## config.mk

```make
export PLATFORM = sky130hd
export DESIGN_NAME = pmdb_bank
export DESIGN_NICKNAME = d
export VERILOG_FILES = /design/src/pmdb_pkg.sv /design/src/pmdb_bank.sv
export VERILOG_INCLUDE_DIRS = /design/src
export SDC_FILE = /design/constraint.sdc
export NUM_CORES = 1
export LEC_CHECK = 0
export BUFFER_PORTS_ARGS = -buffer_cell sky130_fd_sc_hd__clkbuf_2
export CAP_MARGIN = 40
export CORE_MARGIN = 3
export CORE_UTILIZATION = 35
export DETAILED_ROUTE_END_ITERATION = 8
export HOLD_SLACK_MARGIN = 0.05
export SLEW_MARGIN = 30
export SYNTH_ARGS = -nofsm -noshare
export SYNTH_HDL_FRONTEND = slang
export SYNTH_SLANG_ARGS = --single-unit
```

## constraint.sdc

```tcl
create_clock -name aclk -period 14.6 [get_ports aclk]
set_clock_uncertainty 0.2 [all_clocks]
set_input_delay 1.46 -clock aclk [delete_from_list [all_inputs] [get_ports aclk]]
set_output_delay 1.46 -clock aclk [all_outputs]
set_load 0.005 [all_outputs]
```

## src/pmdb_cfg.svh

```systemverilog
`ifndef PMDB_CFG_SVH
`define PMDB_CFG_SVH

// Byte offsets of the disable registers on the register bus
`define PMDB_OFF_M1         8'h00
`define PMDB_OFF_M2         8'h04
`define PMDB_OFF_M3         8'h08
`define PMDB_OFF_M4         8'h0C
`define PMDB_OFF_M6         8'h10
`define PMDB_OFF_M7         8'h14
`define PMDB_OFF_M8         8'h18
`define PMDB_OFF_S1         8'h1C

// Number of registers and index field of the byte address
`define PMDB_NUM_REGS       8
`define PMDB_IDX_LSB        2
`define PMDB_IDX_MSB        4
`define PMDB_PAGE_LSB       5

// Implemented-bit masks
`define PMDB_MASK_M1        16'h0EFF
`define PMDB_MASK_M2        16'h00FF
`define PMDB_MASK_M3        16'h0082
`define PMDB_MASK_M4        16'h0008
`define PMDB_MASK_M6        16'h3F00
`define PMDB_MASK_M7        16'h0108
`define PMDB_MASK_M8        16'h183E
`define PMDB_MASK_S1        16'h0EA9

// Power-on value of every disable register
`define PMDB_RESET_VAL      16'h0000

// AXI responses
`define PMDB_RESP_OKAY      2'h0
`define PMDB_RESP_SLVERR    2'h2

`endif

```

## src/pmdb_pkg.sv

```systemverilog
package pmdb_pkg;

    typedef logic [15:0] pmdb_word_t;
    typedef logic [2:0]  pmdb_idx_t;
    typedef logic [7:0]  pmdb_addr_t;

endpackage

```

## src/pmdb_bank.sv

```systemverilog
// Chosen here: the AXI4-Lite slave port and the placing of the registers.
`timescale 1ns/1ps
`include "pmdb_cfg.svh"

// Overview of operation
// - Bits 11, 10 and 9 of the first master register switch off the timer, encoder and PWM.
// - Bits 7 to 0 of the first master register switch off I2C1, UART2, UART1, SPI2, SPI1, CAN2, CAN1 and the ADC.
// - Bits 7 to 0 of the second master register switch off capture/compare units 8 to 1; its high byte is absent.
// - The third and eighth registers exist only in the master register space.
// - The fourth register holds only bit 3, which switches off the reference clock output.
// - Bits 13 to 8 of the sixth master register switch off DMA channels 5 to 0; all else is absent.
// - The eighth register holds SENT bits 12 and 11, logic cell bits 5 to 2 and current source bit 1.
// - Every absent bit reads as zero.
// - Every present bit is read/write and clears to zero at reset; all enables are low during reset, so peripherals start on one cycle after release.
// - The slave first register keeps timer, encoder, PWM, I2C1, UART1, SPI1 and ADC bits only.
// - A set bit stops every clock to its peripheral.
// - A peripheral turns off or on one cycle after its bit changes.
// - A switched-off peripheral ignores writes to its own registers, since its clock is held off.
module pmdb_bank
(
    input  wire logic        aclk,           // System clock
    input  wire logic        aresetn,        // Synchronous reset, active low
    input  wire logic        ce,             // Clock enable, freezes all state when low
    input  wire logic [7:0]  s_axi_awaddr,   // Write address
    input  wire logic [2:0]  s_axi_awprot,   // Write protection, unused
    input  wire logic        s_axi_awvalid,  // Write address valid
    output logic             s_axi_awready,  // Write address ready
    input  wire logic [31:0] s_axi_wdata,    // Write data
    input  wire logic [3:0]  s_axi_wstrb,    // Write byte strobes
    input  wire logic        s_axi_wvalid,   // Write data valid
    output logic             s_axi_wready,   // Write data ready
    output logic [1:0]       s_axi_bresp,    // Write response
    output logic             s_axi_bvalid,   // Write response valid
    input  wire logic        s_axi_bready,   // Write response ready
    input  wire logic [7:0]  s_axi_araddr,   // Read address
    input  wire logic [2:0]  s_axi_arprot,   // Read protection, unused
    input  wire logic        s_axi_arvalid,  // Read address valid
    output logic             s_axi_arready,  // Read address ready
    output logic [31:0]      s_axi_rdata,    // Read data
    output logic [1:0]       s_axi_rresp,    // Read response
    output logic             s_axi_rvalid,   // Read data valid
    input  wire logic        s_axi_rready,   // Read data ready
    output logic [15:0]      m1_clk_en,      // Master group 1 clock enables
    output logic [15:0]      m2_clk_en,      // Master group 2 clock enables
    output logic [15:0]      m3_clk_en,      // Master group 3 clock enables
    output logic [15:0]      m4_clk_en,      // Master group 4 clock enables
    output logic [15:0]      m6_clk_en,      // Master group 6 clock enables
    output logic [15:0]      m7_clk_en,      // Master group 7 clock enables
    output logic [15:0]      m8_clk_en,      // Master group 8 clock enables
    output logic [15:0]      s1_clk_en       // Slave group 1 clock enables
);

    // ------------------------------------------------------------
    // Decode helpers
    // ------------------------------------------------------------

    function automatic pmdb_pkg::pmdb_word_t mask_of(input pmdb_pkg::pmdb_idx_t idx);
        pmdb_pkg::pmdb_word_t m;
        m = 16'h0000;
        unique case (idx)
            3'h0: m = `PMDB_MASK_M1;
            3'h1: m = `PMDB_MASK_M2;
            3'h2: m = `PMDB_MASK_M3;
            3'h3: m = `PMDB_MASK_M4;
            3'h4: m = `PMDB_MASK_M6;
            3'h5: m = `PMDB_MASK_M7;
            3'h6: m = `PMDB_MASK_M8;
            3'h7: m = `PMDB_MASK_S1;
        endcase
        return m;
    endfunction

    function automatic logic addr_hit(input pmdb_pkg::pmdb_addr_t a);
        return (a[7:`PMDB_PAGE_LSB] == 3'h0);
    endfunction

    function automatic pmdb_pkg::pmdb_idx_t addr_idx(input pmdb_pkg::pmdb_addr_t a);
        return a[`PMDB_IDX_MSB:`PMDB_IDX_LSB];
    endfunction

    // ------------------------------------------------------------
    // State
    // ------------------------------------------------------------

    pmdb_pkg::pmdb_word_t bank_q [`PMDB_NUM_REGS];
    pmdb_pkg::pmdb_word_t bank_d [`PMDB_NUM_REGS];
    pmdb_pkg::pmdb_word_t en_q   [`PMDB_NUM_REGS];
    pmdb_pkg::pmdb_word_t en_d   [`PMDB_NUM_REGS];

    logic                 awready_q;
    logic                 awready_d;
    logic                 wready_q;
    logic                 wready_d;
    logic                 aw_hold_q;
    logic                 aw_hold_d;
    logic                 w_hold_q;
    logic                 w_hold_d;
    pmdb_pkg::pmdb_addr_t waddr_q;
    pmdb_pkg::pmdb_addr_t waddr_d;
    logic [15:0]          wdata_q;
    logic [15:0]          wdata_d;
    logic [1:0]           wstrb_q;
    logic [1:0]           wstrb_d;
    logic                 bvalid_q;
    logic                 bvalid_d;
    logic [1:0]           bresp_q;
    logic [1:0]           bresp_d;
    logic                 arready_q;
    logic                 arready_d;
    logic                 rvalid_q;
    logic                 rvalid_d;
    logic [31:0]          rdata_q;
    logic [31:0]          rdata_d;
    logic [1:0]           rresp_q;
    logic [1:0]           rresp_d;

    // ------------------------------------------------------------
    // Write channel
    // ------------------------------------------------------------

    always_comb
    begin
        pmdb_pkg::pmdb_idx_t  widx;
        pmdb_pkg::pmdb_word_t wm;
        widx = addr_idx(waddr_q);
        wm   = mask_of(widx);
        for (int i = 0; i < `PMDB_NUM_REGS; i++)
        begin
            bank_d[i] = bank_q[i];
        end
        aw_hold_d = aw_hold_q;
        w_hold_d  = w_hold_q;
        waddr_d   = waddr_q;
        wdata_d   = wdata_q;
        wstrb_d   = wstrb_q;
        bvalid_d  = bvalid_q;
        bresp_d   = bresp_q;
        if (s_axi_awvalid && awready_q)
        begin
            aw_hold_d = 1'b1;
            waddr_d   = s_axi_awaddr;
        end
        if (s_axi_wvalid && wready_q)
        begin
            w_hold_d = 1'b1;
            wdata_d  = s_axi_wdata[15:0];
            wstrb_d  = s_axi_wstrb[1:0];
        end
        if (bvalid_q && s_axi_bready)
        begin
            bvalid_d = 1'b0;
        end
        // Commit once both halves are held and no response is pending
        if (aw_hold_q && w_hold_q && !bvalid_q)
        begin
            aw_hold_d = 1'b0;
            w_hold_d  = 1'b0;
            bvalid_d  = 1'b1;
            if (addr_hit(waddr_q))
            begin
                bresp_d = `PMDB_RESP_OKAY;
                if (wstrb_q[0])
                begin
                    bank_d[widx][7:0] = wdata_q[7:0] & wm[7:0];
                end
                if (wstrb_q[1])
                begin
                    bank_d[widx][15:8] = wdata_q[15:8] & wm[15:8];
                end
            end
            else
            begin
                bresp_d = `PMDB_RESP_SLVERR;
            end
        end
        awready_d = !aw_hold_d;
        wready_d  = !w_hold_d;
    end

    // ------------------------------------------------------------
    // Read channel
    // ------------------------------------------------------------

    always_comb
    begin
        pmdb_pkg::pmdb_idx_t ridx;
        ridx      = addr_idx(s_axi_araddr);
        rvalid_d  = rvalid_q;
        rdata_d   = rdata_q;
        rresp_d   = rresp_q;
        arready_d = arready_q;
        if (rvalid_q && s_axi_rready)
        begin
            rvalid_d  = 1'b0;
            arready_d = 1'b1;
        end
        else if (!rvalid_q && !arready_q)
        begin
            arready_d = 1'b1;
        end
        if (s_axi_arvalid && arready_q)
        begin
            rvalid_d  = 1'b1;
            arready_d = 1'b0;
            if (addr_hit(s_axi_araddr))
            begin
                rdata_d = {16'h0000, bank_q[ridx] & mask_of(ridx)};
                rresp_d = `PMDB_RESP_OKAY;
            end
            else
            begin
                rdata_d = 32'h0000_0000;
                rresp_d = `PMDB_RESP_SLVERR;
            end
        end
    end

    // ------------------------------------------------------------
    // Clock enables
    // ------------------------------------------------------------

    // One cycle after a bit changes, the enable follows it
    always_comb
    begin
        for (int i = 0; i < `PMDB_NUM_REGS; i++)
        begin
            en_d[i] = ~bank_q[i] & mask_of(pmdb_pkg::pmdb_idx_t'(i));
        end
    end

    // ------------------------------------------------------------
    // Registers
    // ------------------------------------------------------------

    always_ff @(posedge aclk)
    begin
        if (!aresetn)
        begin
            for (int i = 0; i < `PMDB_NUM_REGS; i++)
            begin
                bank_q[i] <= `PMDB_RESET_VAL;
                en_q[i]   <= 16'h0000;
            end
            awready_q <= 1'b0;
            wready_q  <= 1'b0;
            aw_hold_q <= 1'b0;
            w_hold_q  <= 1'b0;
            waddr_q   <= 8'h00;
            wdata_q   <= 16'h0000;
            wstrb_q   <= 2'h0;
            bvalid_q  <= 1'b0;
            bresp_q   <= `PMDB_RESP_OKAY;
            arready_q <= 1'b0;
            rvalid_q  <= 1'b0;
            rdata_q   <= 32'h0000_0000;
            rresp_q   <= `PMDB_RESP_OKAY;
        end
        else if (ce)
        begin
            for (int i = 0; i < `PMDB_NUM_REGS; i++)
            begin
                bank_q[i] <= bank_d[i];
                en_q[i]   <= en_d[i];
            end
            awready_q <= awready_d;
            wready_q  <= wready_d;
            aw_hold_q <= aw_hold_d;
            w_hold_q  <= w_hold_d;
            waddr_q   <= waddr_d;
            wdata_q   <= wdata_d;
            wstrb_q   <= wstrb_d;
            bvalid_q  <= bvalid_d;
            bresp_q   <= bresp_d;
            arready_q <= arready_d;
            rvalid_q  <= rvalid_d;
            rdata_q   <= rdata_d;
            rresp_q   <= rresp_d;
        end
    end

    // ------------------------------------------------------------
    // Outputs
    // ------------------------------------------------------------

    assign s_axi_awready = awready_q;
    assign s_axi_wready  = wready_q;
    assign s_axi_bvalid  = bvalid_q;
    assign s_axi_bresp   = bresp_q;
    assign s_axi_arready = arready_q;
    assign s_axi_rvalid  = rvalid_q;
    assign s_axi_rdata   = rdata_q;
    assign s_axi_rresp   = rresp_q;

    // Low enable holds the peripheral clock off, so its own registers ignore writes
    assign m1_clk_en = en_q[0];
    assign m2_clk_en = en_q[1];
    assign m3_clk_en = en_q[2];
    assign m4_clk_en = en_q[3];
    assign m6_clk_en = en_q[4];
    assign m7_clk_en = en_q[5];
    assign m8_clk_en = en_q[6];
    assign s1_clk_en = en_q[7];

endmodule

```

==> results by group <==
Logic synthesis
  • Top-count cell post-synth: nor2_1
  • Mapped cell area: 9460 um2
  • Post-synth top area share: 41.9%
  • Mean Syn Cell Area: 10.2 um2
  • Post-synth top cells: nor2_1 (193), edfxtp_1 (132), buf_4 (112)
  • Sequential fraction of the synthesis area: 54.0%
  • Asr flop ratio synth: 0%
  • Primary FF master, synth: edfxtp_1
  • Netlist cell types: 52
  • Seq cells post-synth: 189
  • Largest cells by area after synthesis: edfxtp_1 (42%), dfxtp_1 (12%), buf_4 (8.9%)
  • Post-synth EDFFs: 132
  • Post-Syn Instances: 926
  • Dominant cell type by area after synthesis: edfxtp_1
  • Yosys warns: 0

Routing
  • Residual DRC: 0
  • Mean routed wirelength per cell: 15.8 um
  • Vias: 6,350
  • Number of DRC markers in iteration 0: 454
  • First-pass DRT Iterations: 5
  • Via density: 4.73
  • Remaining antenna violation count: 0
  • Final wirelength: 21,200 um

Layout
  • Layout Nets: 1,075
  • Diode count: 0
  • Share of layout cells above drive strength 1: 19.0%
  • Non-filler instance count after layout: 1,342
  • FILL cells: 2,660
  • Area Overhead vs Synth: 9.68%

Timing
  • Setup TNS: 0 ns
  • Crit share post-route: 22.9%
  • Hold WS: 0.234 ns
  • Endpoints failing hold: 0
  • Final setup violation count: 0
  • Slew HR: 45.3%
  • Final slew viol count: 0
  • Worst-Margin Slew: 0.819 ns
  • RSZ-0062 raised after global routing: no
  • Final min period: 3.35 ns
  • Fmax: 299 MHz

Floorplanning
  • Starting density of the core: 36.0%
  • Die ar.: 29,000 um2
  • Num ports: 235
  • Chip height: 170 um
  • Die width: 170 um
  • Core area: 26,300 um2
  • Row count: 59

Setup path
  • Cell mode on critical path: o21ai_0
  • Worst path arrival time: 3.51 ns
  • CP max FO: 25
  • Critical path class: input pin to flip-flop
  • Crit start category: input pin
  • Crit. End Element: flip-flop
  • CP max-delay cell: clkbuf_2
  • CP cell instances: clkbuf_2 > clkinv_1 > ha_1 > o21ai_0 > nand2_1 > o21ai_0
  • Max incr delay on CP: 0.58 ns
  • Required @ worst endpoint: 14.77 ns

Clocking
  • Skew-Pair Late Insertion Delay: 0.44 ns
  • Num CTS Buffers: 17
  • CTS tree: built
  • H-tree levels: 4
  • Post-CTS Hold Buffers: 0
  • Post_cts resized: 0
  • Worst-path clk slew: 0.07 ns
  • Post-CTS setup buffers: 0
  • Root buf cell: clkbuf_16
  • CTS max path bufs: 2
  • Sink Count: 189

Global route
  • Total track usage: 14.4%
  • Antenna violations before repair: 0
  • GR Overflow Total: 0
  • Vias in the first global route: 5,687
  • First-pass GRT wire length: 32,500 um
  • Largest net degree at the start of global routing: 64

Worst hold path
  • Worst min-delay path class: flip-flop to flip-flop

Power and ir drop
  • Peak VDD IR: 57.2 uV
  • Lkg Pwr: 4.14 nW
  • P per Cell Area: 112 nW/um2

Status
  • Status: finished, final reports clean

Placed design
  • HPWL reported at the end of detailed placement: 14,600 um
  • Placed instance count: 1,308
  • I/O Buffers: 100
  • RePlAce Congestion: 0.785

Job
  • Max-cap violations: 0
## final cells by class
cell class | instances | area (um2) | share of cell area (%)
multi-input cells | 664 | 3640 | 35.1
well taps | 335 | 419 | 4.04
clock buffers | 18 | 429 | 4.14
flip-flops and latches | 189 | 5100 | 49.2
clock inverters | 14 | 128 | 1.23
repair buffers | 109 | 604 | 5.82
inverters | 13 | 48.8 | 0.470
## worst paths after layout
check                                     from                            to  slack, ns  depth (start not counted)
setup / recovery               s_axi_araddr[2]   s_axi_rdata[9]$_SDFFE_PN0P_      11.25                          6
hold / removal    s_axi_rdata[13]$_SDFFE_PN0P_  s_axi_rdata[13]$_SDFFE_PN0P_       0.23                          2
setup reg to reg       waddr_q[2]$_SDFFE_PN0N_    bank_q[7][7]$_SDFFCE_PN0P_      12.09                          3
hold reg to reg   s_axi_rdata[13]$_SDFFE_PN0P_  s_axi_rdata[13]$_SDFFE_PN0P_       0.23                          2
## placed cells by master, fill, tap and decap left out, types with 3 or more instances in the layout
cell and n:
a21oi_1 103, nor2b_1 4, nand4b_1 4, nor2_2 3
nand2b_1 3, mux2_2 5, nand4_1 4, nor2_1 193
and3_1 3, mux2i_1 37, clkbuf_2 100, and2_1 6
inv_1 10, a211oi_1 3, conb_1 104, edfxtp_1 132
nand3_1 5, ha_1 15, o31ai_1 3, o21ai_0 20
inv_8 3, mux4_2 12, or2_2 15, clkbuf_16 17
dfxtp_1 57, buf_4 6, inv_6 4, nand4bb_1 3
nand2_1 90
## layer usage
layer	routed length (um)	track usage [%]	part of all wire [%]
met3	1630	4.02	7.7
met5	0	0	0
met2	9010	20.2	42
met1	10400	22.0	49
met4	242	3.49	1.1
## sequential cells by signal, indices dropped and copies added, names as in the netlist, named ones only
signal         count
s_axi_wready       1
s_axi_rvalid       1
s_axi_arready      1
bank_q            88
s_axi_bvalid       1
en_q              44
waddr_q            6
s_axi_rresp        1
wstrb_q            2
s_axi_bresp        1
s_axi_awready      1
w_hold_q           1
s_axi_rdata       14
aw_hold_q          1
wdata_q           14
## metrics by stage
step	instance area [um2]	total power [mW]	util [%]	setup slack (ns)
floorplan	9850	0.708	-	5.52
global placement	9760	0.721	37.1	10.82
detailed placement	9790	0.723	37.2	10.79
CTS	10300	1.17	39.4	11.26
global route	10400	1.20	39.5	11.09
finish	10400	1.16	39.5	11.25
## power by group
group,internal (mW),switching (mW),leakage [nW]
Clock,0.225,0.224,0.270
Sequential,0.602,0.0164,1.85
Combinational,0.0344,0.0584,2.03
Total,0.862,0.299,4.14
## cells by family after synthesis
| group | after synthesis | share of synthesized area [%] |
|---|---|---|
| buf+inv | 176 | 11.9 |
| other cells | 1 | 0.0396 |
| mux | 54 | 7.37 |
| fa+ha+maj | 15 | 1.98 |
| simple gates | 350 | 16.7 |
| compound gates | 141 | 8.05 |
| flops | 189 | 54.0 |
## worst max-delay path: cells and delay by family
family                     cells  cell delay, ns
buffers and inverters          2            1.15
adders and majority gates      1            0.43
AOI/OAI and AO/OA              2            0.35
and+or+nand+nor                1            0.12
(Power assumes the default switching activity.)
